[config.mk]
export PLATFORM = sky130hd
export DESIGN_NAME = eism_top
export DESIGN_NICKNAME = d
export VERILOG_FILES = /design/src/rtl/eism_pkg.sv /design/src/rtl/eism_top.sv
export VERILOG_INCLUDE_DIRS = /design/src /design/src/rtl
export SDC_FILE = /design/constraint.sdc
export NUM_CORES = 1
export LEC_CHECK = 0
export BUFFER_PORTS_ARGS = -buffer_cell sky130_fd_sc_hd__buf_2
export CAP_MARGIN = 0
export CORE_MARGIN = 1
export CORE_UTILIZATION = 46
export DETAILED_ROUTE_END_ITERATION = 10
export GPL_TIMING_DRIVEN = 0
export HOLD_SLACK_MARGIN = 0.03
export PLACE_DENSITY = 0.8
export SETUP_SLACK_MARGIN = 0.2
export SYNTH_ARGS = -nofsm -noshare
export SYNTH_HDL_FRONTEND = slang
export SYNTH_SLANG_ARGS = --single-unit
[constraint.sdc]
create_clock -name clk -period 1.67 [get_ports clk]
set_input_delay 0.2505 -clock clk [delete_from_list [all_inputs] [get_ports clk]]
set_output_delay 0.2505 -clock clk [all_outputs]
set_load 0.05 [all_outputs]
[src/rtl/eism_map.svh]
// offsets, bit positions, reset values and field layout for the extended event status block
`ifndef EISM_MAP_SVH
`define EISM_MAP_SVH

// ************************************************************
// register offsets (byte addresses)
// ************************************************************
`define EISM_OFS_STATUS 8'h18
`define EISM_OFS_MASK 8'h1C
`define EISM_OFS_DIAGNOSTIC_TEST_REGISTER 8'h30
`define EISM_OFS_FIFO_MISC 8'hF8

// ************************************************************
// status bit positions
// ************************************************************
`define EISM_B_GROUP0 1
`define EISM_B_GROUP1 2
`define EISM_B_ASYNC_AVAIL 3
`define EISM_B_ISO_AVAIL 4
`define EISM_B_TA_AVAIL 5
`define EISM_B_TB_AVAIL 6
`define EISM_B_TA_RELEASE 7
`define EISM_B_TB_RELEASE 8
`define EISM_B_TB_HDR_LOADED 9
`define EISM_B_FIFO_ERR 10
`define EISM_B_OVERLAP_ERR 11
`define EISM_B_ASYNC_PURGE 12
`define EISM_B_ISO_PURGE 14

// ************************************************************
// field masks and reset values
// ************************************************************
`define EISM_EVENT_BITS 16'h5FF8
`define EISM_MASK_BITS 16'h5FFC
`define EISM_STATUS_RST 16'h0000
`define EISM_MASK_RST 16'h0000
`define EISM_DIAGNOSTIC_TEST_REGISTER_RST 1'b0
`define EISM_CODE_RST 4'h0
`define EISM_B_DIAGNOSTIC_TEST_REGISTER_TEST 0
`define EISM_CODE_LSB 1
`define EISM_CODE_MSB 4

`endif

[src/rtl/eism_pkg.sv]
// types shared by the extended event status block
package eism_pkg;

    // ************************************************************
    // one-cycle event strobes from the link-layer logic
    // ************************************************************
    typedef struct packed {
        logic iso_rx_purge;              // bit 14
        logic async_rx_purge;            // bit 12
        logic host_overlapping_op_error; // bit 11
        logic host_fifo_access_error;    // bit 10
        logic transport_b_header_loaded; // bit 9
        logic transport_b_release_hit;   // bit 8
        logic transport_a_release_hit;   // bit 7
        logic transport_b_rx_avail;      // bit 6
        logic transport_a_rx_avail;      // bit 5
        logic iso_rx_packet_avail;       // bit 4
        logic async_rx_packet_avail;     // bit 3
    } eism_events_t;

    // ************************************************************
    // register port request
    // ************************************************************
    typedef struct packed {
        logic [7:0] addr;
        logic [31:0] wdata;
        logic wr;
        logic rd;
    } eism_req_t;

endpackage

[src/rtl/eism_top.sv]
// extended event status and mask registers with interrupt routing
//
// The strobed register port was chosen for this implementation.
`timescale 1ns/100ps
`include "eism_map.svh"

module eism_top (
    // clock and reset
    input wire logic clk,
    input wire logic nrst,
    input wire logic soft_rst,
    // register port
    input wire eism_pkg::eism_req_t req,
    output logic [31:0] rdata,
    // event strobes and fifo error cause
    input wire eism_pkg::eism_events_t events,
    input wire logic [3:0] fifo_err_code,
    // group-0 summaries from the group-0 register block
    input wire logic group0_pending,
    input wire logic group0_int_req,
    // interrupt pin and test-mode level
    output logic ext_int,
    output logic direct_register_test_enable
);

    // ************************************************************
    // state
    // ************************************************************
    // bits 1 and 2 never live in status_reg: both are summaries built at read time,
    // so a stale copy can never disagree with the group-0 block or with the stored
    // event bits
    logic [15:0] status_reg;   // stored event bits only
    logic [15:0] status_next;
    logic [15:0] mask_reg;     // enables plus routing bit 2
    logic [15:0] mask_next;
    logic group1_force_reg;    // bit 2 as written in test mode
    logic test_en_reg;         // direct access test bit
    logic [3:0] code_reg;      // last fifo error cause
    logic [31:0] rdata_reg;    // answer one cycle after read
    logic [31:0] rdata_next;
    logic ext_int_reg;
    logic ext_int_next;
    logic [15:0] set_vec;      // this cycle's events at their bits
    logic [15:0] wr_vec;       // write data, event bits only
    logic [15:0] keep_vec;     // bits a plain write leaves set
    logic [15:0] status_view;  // status as software sees it
    logic wr_status;
    logic wr_mask;
    logic wr_diagnostic_test_register;
    logic rd_hit;
    logic group1_summary;
    logic group1_req;

    // ************************************************************
    // helpers
    // ************************************************************
    // one place maps strobes to bit positions, so the set path and the checks
    // below cannot drift apart when a source moves
    // place each strobe at its status position
    function automatic logic [15:0] ev_to_vec(input eism_pkg::eism_events_t e);
        logic [15:0] v;
        v = `EISM_STATUS_RST;
        v[`EISM_B_ASYNC_AVAIL] = e.async_rx_packet_avail;
        v[`EISM_B_ISO_AVAIL] = e.iso_rx_packet_avail;
        v[`EISM_B_TA_AVAIL] = e.transport_a_rx_avail;
        v[`EISM_B_TB_AVAIL] = e.transport_b_rx_avail;
        v[`EISM_B_TA_RELEASE] = e.transport_a_release_hit;
        v[`EISM_B_TB_RELEASE] = e.transport_b_release_hit;
        v[`EISM_B_TB_HDR_LOADED] = e.transport_b_header_loaded;
        v[`EISM_B_FIFO_ERR] = e.host_fifo_access_error;
        v[`EISM_B_OVERLAP_ERR] = e.host_overlapping_op_error;
        v[`EISM_B_ASYNC_PURGE] = e.async_rx_purge;
        v[`EISM_B_ISO_PURGE] = e.iso_rx_purge;
        return v;
    endfunction

    // address match for a strobe
    function automatic logic hit(input logic strobe, input logic [7:0] a,
                                 input logic [7:0] ofs);
        return strobe && (a == ofs);
    endfunction

    // ************************************************************
    // decode
    // ************************************************************
    // each status event has its own strobe
    assign set_vec = ev_to_vec(events) & `EISM_EVENT_BITS;
    // unused positions never reach storage
    assign wr_vec = req.wdata[15:0] & `EISM_EVENT_BITS;
    assign keep_vec = status_reg & ~req.wdata[15:0];
    // exact byte match: a near miss on the address must never clear status,
    // since a lost event cannot be recovered by software
    assign wr_status = hit(req.wr, req.addr, `EISM_OFS_STATUS);
    assign wr_mask = hit(req.wr, req.addr, `EISM_OFS_MASK);
    assign wr_diagnostic_test_register = hit(req.wr, req.addr, `EISM_OFS_DIAGNOSTIC_TEST_REGISTER);
    assign rd_hit = req.rd;

    // ************************************************************
    // status bits
    // ************************************************************
    // set beats clear: an event in the clearing cycle still lands
    // trade-off: software may see a bit again right after clearing it, but
    // an event arriving with the clear is never silently swallowed
    // the same holds for a test-mode load
    always_comb begin
        status_next = status_reg | set_vec;
        if (wr_status) begin
            if (test_en_reg) begin
                // direct load in test mode
                status_next = wr_vec | set_vec;
            end else begin
                // write one to clear, zero leaves alone
                status_next = (status_reg & ~wr_vec) | set_vec;
            end
        end
    end

    // power-up and software reset both clear
    // software reset wins over an event in the same cycle, like power-up,
    // so the block always leaves reset with a clean status word
    always_ff @(posedge clk) begin
        if (!nrst || soft_rst) begin
            status_reg <= `EISM_STATUS_RST;
        end else begin
            status_reg <= status_next;
        end
    end

    // bit 2 is a summary, writable only in test mode
    // leaving test mode drops the forced value one edge later, so only the first
    // cycle of normal operation can see a summary that no stored bit backs up
    always_ff @(posedge clk) begin
        if (!nrst || soft_rst || !test_en_reg) begin
            group1_force_reg <= 1'b0;
        end else if (wr_status) begin
            group1_force_reg <= req.wdata[`EISM_B_GROUP1];
        end
    end

    // ************************************************************
    // mask register
    // ************************************************************
    // only power-up clears the mask; software reset keeps it
    // bit 1 is reserved and bit 2 is the routing switch, not a source;
    // unused positions are masked off before storage
    always_comb begin
        mask_next = mask_reg;
        if (wr_mask) begin
            mask_next = req.wdata[15:0] & `EISM_MASK_BITS;
        end
    end

    always_ff @(posedge clk) begin
        if (!nrst) begin
            mask_reg <= `EISM_MASK_RST;
        end else begin
            mask_reg <= mask_next;
        end
    end

    // ************************************************************
    // diagnostic test bit and fifo error cause
    // ************************************************************
    // only the direct-access test bit of the diagnostic register lives here;
    // its other bits read zero, and the test bit is driven out as a level
    // for the neighbouring register blocks
    always_ff @(posedge clk) begin
        if (!nrst || soft_rst) begin
            test_en_reg <= `EISM_DIAGNOSTIC_TEST_REGISTER_RST;
        end else if (wr_diagnostic_test_register) begin
            test_en_reg <= req.wdata[`EISM_B_DIAGNOSTIC_TEST_REGISTER_TEST];
        end
    end

    // cause is caught with the error strobe itself
    // the code input is only valid beside its strobe, so it is never sampled
    // at any other time; a later error overwrites the earlier cause
    always_ff @(posedge clk) begin
        if (!nrst || soft_rst) begin
            code_reg <= `EISM_CODE_RST;
        end else if (events.host_fifo_access_error) begin
            code_reg <= fifo_err_code;
        end
    end

    // ************************************************************
    // summaries and interrupt
    // ************************************************************
    // the summary ignores the mask on purpose: software polling status must
    // see pending work even while the pin is masked off
    // any stored extended bit raises the summary
    assign group1_summary = (|status_reg) | group1_force_reg;
    // masked-off bits drop out here
    assign group1_req = |(status_reg & mask_reg & `EISM_EVENT_BITS);

    // view that software reads; bit 1 follows group 0
    always_comb begin
        status_view = status_reg;
        status_view[`EISM_B_GROUP0] = group0_pending;
        status_view[`EISM_B_GROUP1] = group1_summary;
    end

    // both groups reach the pin, group 1 gated by mask bit 2
    // registered so the pin cannot glitch on decode; costs one cycle
    // software reset leaves the pin flop alone; it follows the cleared status
    // one edge later through the normal path
    always_comb begin
        ext_int_next = group0_int_req || (mask_reg[`EISM_B_GROUP1] && group1_req);
    end

    always_ff @(posedge clk) begin
        if (!nrst) begin
            ext_int_reg <= 1'b0;
        end else begin
            ext_int_reg <= ext_int_next;
        end
    end

    // ************************************************************
    // read port
    // ************************************************************
    // unmapped offsets answer zero
    // the view is decoded every cycle but only captured on a read strobe;
    // reserved bits of every register come back as zero
    always_comb begin
        rdata_next = 32'h00000000;
        unique case (req.addr)
            `EISM_OFS_STATUS: begin
                rdata_next[15:0] = status_view;
            end
            `EISM_OFS_MASK: begin
                rdata_next[15:0] = mask_reg;
            end
            `EISM_OFS_DIAGNOSTIC_TEST_REGISTER: begin
                rdata_next[`EISM_B_DIAGNOSTIC_TEST_REGISTER_TEST] = test_en_reg;
            end
            `EISM_OFS_FIFO_MISC: begin
                rdata_next[`EISM_CODE_MSB:`EISM_CODE_LSB] = code_reg;
            end
            default: begin
                rdata_next = 32'h00000000;
            end
        endcase
    end

    // data stand only in the cycle after the read strobe
    // clearing between reads keeps a stale word off the shared read bus
    always_ff @(posedge clk) begin
        if (!nrst || !rd_hit) begin
            rdata_reg <= 32'h00000000;
        end else begin
            rdata_reg <= rdata_next;
        end
    end

    assign rdata = rdata_reg;
    assign ext_int = ext_int_reg;
    assign direct_register_test_enable = test_en_reg;
endmodule

# Word level (Yosys, flattened, before mapping)
# Cells that the tools add are included.
[op_classes]
eq_ne = 4
n_mux = 5
n_bitwise = 7
reduce_logical = 13
[op_table]
columns = ["op", "n"]
rows = [
  ["2-to-1 mux 16 bit", 2],
  ["OR 16 x 15 -> 16 bit", 2],
  ["one-hot mux 11 bit (2 select lines)", 1],
  ["AND 16 bit", 1],
  ["equality test 8 x 5 -> 1 bit (second input constant)", 2],
  ["NOT 15 -> 16 bit", 1],
  ["OR reduction 16 bit", 1],
  ["AND 15 bit", 1],
  ["OR 15 bit", 1],
  ["one-hot mux 4 bit (3 select lines)", 1],
  ["OR reduction 11 bit", 1],
  ["equality test 8 x 6 -> 1 bit (second input constant)", 1],
  ["equality test 8 bit (second input constant)", 1],
  ["logical AND 1 bit", 4],
  ["logical OR 1 bit", 4],
  ["logical NOT 1 bit", 3],
  ["one-hot mux 1 bit (2 select lines)", 1],
  ["OR 1 bit", 1],
]
[totals]
register_bits = 67
input_bits = 62
output_inout_bits = 34
word_cells = 37

# Depth between registers and ports, before layout
[logic_depth]
ltp_word = 5
ltp_mapped = 5
mapped_depth_nobuf = 4

# Worst setup path after synthesis
# Ideal clock, no wire load.
[synth_path]
path_kind = "register to register"
startpoint = "reg test_en_reg (netlist: direct_register_test_enable)"
endpoint = "reg status_reg[10]"
setup_time_ps = 132
t_arrival_ps = 1308
required_time_ps = 1538
slack_ps = 230
path_stages_with_launch = 6
path_buffers = 2
synth_period_minus_slack_ps = 1440
path_cell_list = "dfxtp_1 > clkbuf_1 > buf_2 > nor2_1 > o21ai_0 > a21oi_1"
[synth_via]
elab_chain_len = 2
[synth_rtl]
columns = ["element", "line", "text"]
rows = [
  ["start, declared", "eism_top.sv:37", "logic test_en_reg;"],
  ["start signal, assigned", "eism_top.sv:169", "test_en_reg <= `EISM_DIAGNOSTIC_TEST_REGISTER_RST;"],
  ["start signal, assigned", "eism_top.sv:171", "test_en_reg <= req.wdata[`EISM_B_DIAGNOSTIC_TEST_REGISTER_TEST];"],
  ["2-to-1 mux 16 bit", "eism_top.sv:108", "if (test_en_reg) begin"],
  ["2-to-1 mux 16 bit", "eism_top.sv:107", "if (wr_status) begin"],
  ["end signal, assigned", "eism_top.sv:123", "status_reg <= `EISM_STATUS_RST;"],
  ["end signal, assigned", "eism_top.sv:125", "status_reg <= status_next;"],
  ["end, declared", "eism_top.sv:32", "logic [15:0] status_reg;"],
]
# No other way between the ends.
# A chain may end at the register's enable or synchronous reset.

# Worst setup path after layout
[layout_path]
startpoint = "in req[39] (netlist name)"
endpoint = "reg mask_reg[6]"
[layout_via]
elab_chain_len = 2
[layout_rtl]
columns = ["element", "line", "text"]
rows = [
  ["start, declared", "eism_top.sv:13", "input wire eism_pkg::eism_req_t req,"],
  ["equality test 8 x 5 -> 1 bit", "eism_top.sv:80", "return strobe && (a == ofs);"],
  ["logical AND 1 bit", "eism_top.sv:80", ""],
  ["end signal, assigned", "eism_top.sv:155", "mask_reg <= `EISM_MASK_RST;"],
  ["end signal, assigned", "eism_top.sv:157", "mask_reg <= mask_next;"],
  ["end, declared", "eism_top.sv:34", "logic [15:0] mask_reg;"],
]
# No other way between the ends.

==> run summary <==
Along the worst path, the maximum fanout reaches 10. The number of sinks handled by clock tree synthesis came out at between 40 and 50. The global router's overall resource usage came out at 0.242. For the pin with the worst max-slew slack, the measured transition is 594 ps. The area of the die is around 0.0046 mm². The boundary pin count came out at 96. The critical path class is in2reg. In this run the cell area measured after placement is between 0.002 and 0.0025 mm².

The flow ran to the end, and the final reports show no timing, DRC or antenna violations. The count of unique library cells instantiated by Yosys is 32. The endpoint arrival time on the critical path is 1580 ps.

The routability-driven placement congestion ratio is 0.911. STA classifies the critical path endpoint as a flop. The number of detailed-routing iterations run before antenna repair is 5. For this run, design rule violations remaining after detail routing come to 0. Setup repair after global routing left no endpoint under its margin. The post-synthesis sequential element count came out at 44.

The worst hold path class is in2reg. Between clock sinks in the finished design, the worst skew comes to approximately 10 ps. The number of global-route vias before repair came out at 1789. The post-layout net count came out at between 300 and 400.

The layout cell share with drive strength beyond 1 is 0.302. Summed over all layers, the routed wires come to 5.19 mm. The worst hold-check slack came out at slightly below 200 ps. The number of slew-limit violations in the final report was 0. The height of the die is ~70 µm. The maximum clock frequency is about 0.7 GHz.

The register with the most flip-flops in the layout has 14 of them. The Yosys step of the flow raised 0 warnings. The cell area after layout is ~0.0025 mm². The total number of vias is between 1500 and 2000.

The remaining global-route overflow came out at 0. The mapped netlist covers between 0.002 and 0.0025 mm². Row generation in the floorplan step produced 23 rows. The count of routing violations after the opening detailed-route iteration came out at between 100 and 150. From left edge to right edge, the die measures ~70 µm. The wire length of the first global-routing pass is just over 8 mm. The maximum resistive drop on vdd is 0.000389 V. The later-pin clock latency in the skew report came out at approximately 300 ps. After clock tree synthesis, the clock-pin slew on the worst setup and hold paths is about 80 ps. Entering global routing, the biggest net connects 14 pins. The synthesized instance count is roughly 230. The share of the yosys chip area belonging to registers came out at 0.438. Once detail routing completed, the nets flagged for antenna violations numbered 0.

The power density relative to cell area came out at just under 800 mW/mm². The time the final worst path needs with I/O delays and setup came out at 1390 ps. The number of port buffers came out at 56. The period utilization came out at 0.833. The number of levels the H-tree was split into is 2. The max-cap check violation count is 0. The slack of the worst reg-to-reg path came out at approximately 340 ps. STA classifies the critical path startpoint as an input port. The initial cell density of the core is 0.492. The HPWL after detailed placement is 3.78 mm. The synthesized area per cell came out at 8.63 µm². Headroom to the max-slew limit came out at 0.604. Hold repair after CTS inserted 0 buffers.

The number of antenna violations at the first check in global routing is 0. The core region is roughly 0.0041 mm². The number of antenna diodes in the final layout is 0. The root buffer cell is sky130_fd_sc_hd__clkbuf_8.

TritonCTS created 5 clock buffers. The setup violation total in the final timing report came out at 0. The clock tree from TritonCTS is yes. The largest buffer count on any clock path came out at 2. The mean routed wirelength per cell is ~14 µm. Dividing the detail-routed via count by the number of cells gives between 5 and 6. The static power due to leakage came out at 1.10 nW.

Data on the critical path is required at its endpoint by around 1900 ps. The total chip power is roughly 2 mW. The hold violation count in the final report came out at 0.

The area growth from synthesis to layout is 25.4%.
## power breakdown
group          internal, mW  total [mW]  switching (mW)
combinational         0.106       0.289           0.184
clock                 0.283       0.631           0.348
sequential             1.07        1.08          0.0164
## timing repair
item,in CTS,in global routing
setup endpoints to repair,10,22
resized for setup,0,3
pin swaps,1,1
endpoints found under the hold margin,0,0
buffers inserted,1,1
## cell type report
type                    count  area [µm²]
plain buffers              32         208
multi-input cells         174         993
clock inverters             2        12.5
clock buffers               5        68.8
well taps                  50        62.6
fillers                   368        1570
repair buffers             58         295
flip-flops and latches     44         881
## kinds of logic after synthesis
family | count (synthesis) | synth area share
flops | 44 | 0.438
buf+inv | 32 | 0.103
mux | 8 | 0.0411
other cells | 1 | 0.00187
compound gates | 68 | 0.217
simple gates | 80 | 0.200
## stage by stage
stage                     setup slack, ps  setup TNS, ps  cells   util
after floorplan                       230              0    250      -
after global placement              -86.8           -830    356  0.592
after detailed placement             -172          -1650    356  0.592
after CTS                             237              0    364  0.613
after global routing                  217              0    365  0.617
final                                 278              0    365  0.617
## final timing paths
kind / startpoint / end / depth (start not counted)
hold reg to reg: mask_reg[3]$_SDFFE_PN0P_ / mask_reg[3]$_SDFFE_PN0P_ / 2
hold / removal: req[2] / direct_register_test_enable$_SDFFE_PP0P_ / 3
setup / recovery: req[39] / mask_reg[6]$_SDFFE_PN0P_ / 7
setup reg to reg: direct_register_test_enable$_SDFFE_PP0P_ / status_reg[11]$_SDFF_PP0_ / 5
## routing by layer
| metal | track usage | vias to the layer above | wire, µm |
|---|---|---|---|
| met2 | 0.401 | 103 | 2550 |
| met1 | 0.291 | 913 | 2050 |
| met4 | 0.133 | 0 | 99 |
| met5 | 0 | - | 0 |
| met3 | 0.0483 | 9 | 491 |
| li1 | - | 965 | - |
## worst max-delay path: stages
cell	delay [ps]
sky130_fd_sc_hd__buf_2	130
sky130_fd_sc_hd__nor4b_4	350
sky130_fd_sc_hd__buf_4	200
sky130_fd_sc_hd__nand4_1	160
sky130_fd_sc_hd__clkbuf_1	290
sky130_fd_sc_hd__nand2_1	130
sky130_fd_sc_hd__a21boi_1	70
## cell usage after synthesis
| master | instances | share of area |
|---|---|---|
| sky130_fd_sc_hd__a21boi_0 | 2 | 0.0075 |
| sky130_fd_sc_hd__a21boi_1 | 10 | 0.037 |
| sky130_fd_sc_hd__a21oi_1 | 13 | 0.032 |
| sky130_fd_sc_hd__a22oi_1 | 16 | 0.060 |
| sky130_fd_sc_hd__a31oi_1 | 12 | 0.037 |
| sky130_fd_sc_hd__a32oi_1 | 2 | 0.0087 |
| sky130_fd_sc_hd__and3_1 | 1 | 0.0031 |
| sky130_fd_sc_hd__and3b_1 | 1 | 0.0044 |
| sky130_fd_sc_hd__and4_1 | 3 | 0.013 |
| sky130_fd_sc_hd__and4b_1 | 1 | 0.0050 |
| sky130_fd_sc_hd__and4b_4 | 1 | 0.0068 |
| sky130_fd_sc_hd__buf_2 | 3 | 0.0075 |
| sky130_fd_sc_hd__buf_4 | 20 | 0.075 |
| sky130_fd_sc_hd__buf_6 | 1 | 0.0056 |
| sky130_fd_sc_hd__clkbuf_1 | 8 | 0.015 |
| sky130_fd_sc_hd__conb_1 | 1 | 0.0019 |
| sky130_fd_sc_hd__dfxtp_1 | 44 | 0.44 |
| sky130_fd_sc_hd__mux2_2 | 2 | 0.011 |
| sky130_fd_sc_hd__mux2i_1 | 6 | 0.030 |
| sky130_fd_sc_hd__nand2_1 | 26 | 0.049 |
| sky130_fd_sc_hd__nand2b_1 | 1 | 0.0031 |
| sky130_fd_sc_hd__nand3_1 | 3 | 0.0075 |
| sky130_fd_sc_hd__nand4_1 | 3 | 0.0093 |
| sky130_fd_sc_hd__nand4b_1 | 1 | 0.0044 |
| sky130_fd_sc_hd__nor2_1 | 31 | 0.058 |
| sky130_fd_sc_hd__nor3_1 | 1 | 0.0025 |
| sky130_fd_sc_hd__nor3b_1 | 1 | 0.0037 |
| sky130_fd_sc_hd__nor3b_2 | 1 | 0.0062 |
| sky130_fd_sc_hd__nor4_1 | 4 | 0.012 |
| sky130_fd_sc_hd__nor4b_4 | 1 | 0.012 |
| sky130_fd_sc_hd__o21ai_0 | 12 | 0.030 |
| sky130_fd_sc_hd__o21bai_1 | 1 | 0.0037 |
## layout by cell type (no fill, tap or decap), types with 2 or more instances in the layout
master | Yosys | layout
sky130_fd_sc_hd__dfxtp_1 | 44 | 44
sky130_fd_sc_hd__and4_1 | 3 | 3
sky130_fd_sc_hd__a21boi_0 | 2 | 2
sky130_fd_sc_hd__a32oi_1 | 2 | 2
sky130_fd_sc_hd__clkbuf_8 | 0 | 5
sky130_fd_sc_hd__nor2_1 | 31 | 31
sky130_fd_sc_hd__mux2i_1 | 6 | 6
sky130_fd_sc_hd__a21oi_1 | 13 | 13
sky130_fd_sc_hd__a31oi_1 | 12 | 12
sky130_fd_sc_hd__buf_2 | 3 | 59
sky130_fd_sc_hd__nand4_1 | 3 | 3
sky130_fd_sc_hd__clkbuf_1 | 8 | 7
sky130_fd_sc_hd__a22oi_1 | 16 | 16
sky130_fd_sc_hd__mux2_2 | 2 | 2
sky130_fd_sc_hd__conb_1 | 1 | 18
sky130_fd_sc_hd__nand3_1 | 3 | 3
sky130_fd_sc_hd__a21boi_1 | 10 | 10
sky130_fd_sc_hd__o21ai_0 | 12 | 12
sky130_fd_sc_hd__nor4_1 | 4 | 4
sky130_fd_sc_hd__buf_4 | 20 | 22
sky130_fd_sc_hd__nand2_1 | 26 | 26
Note: power is estimated with default switching activity, not from simulation.
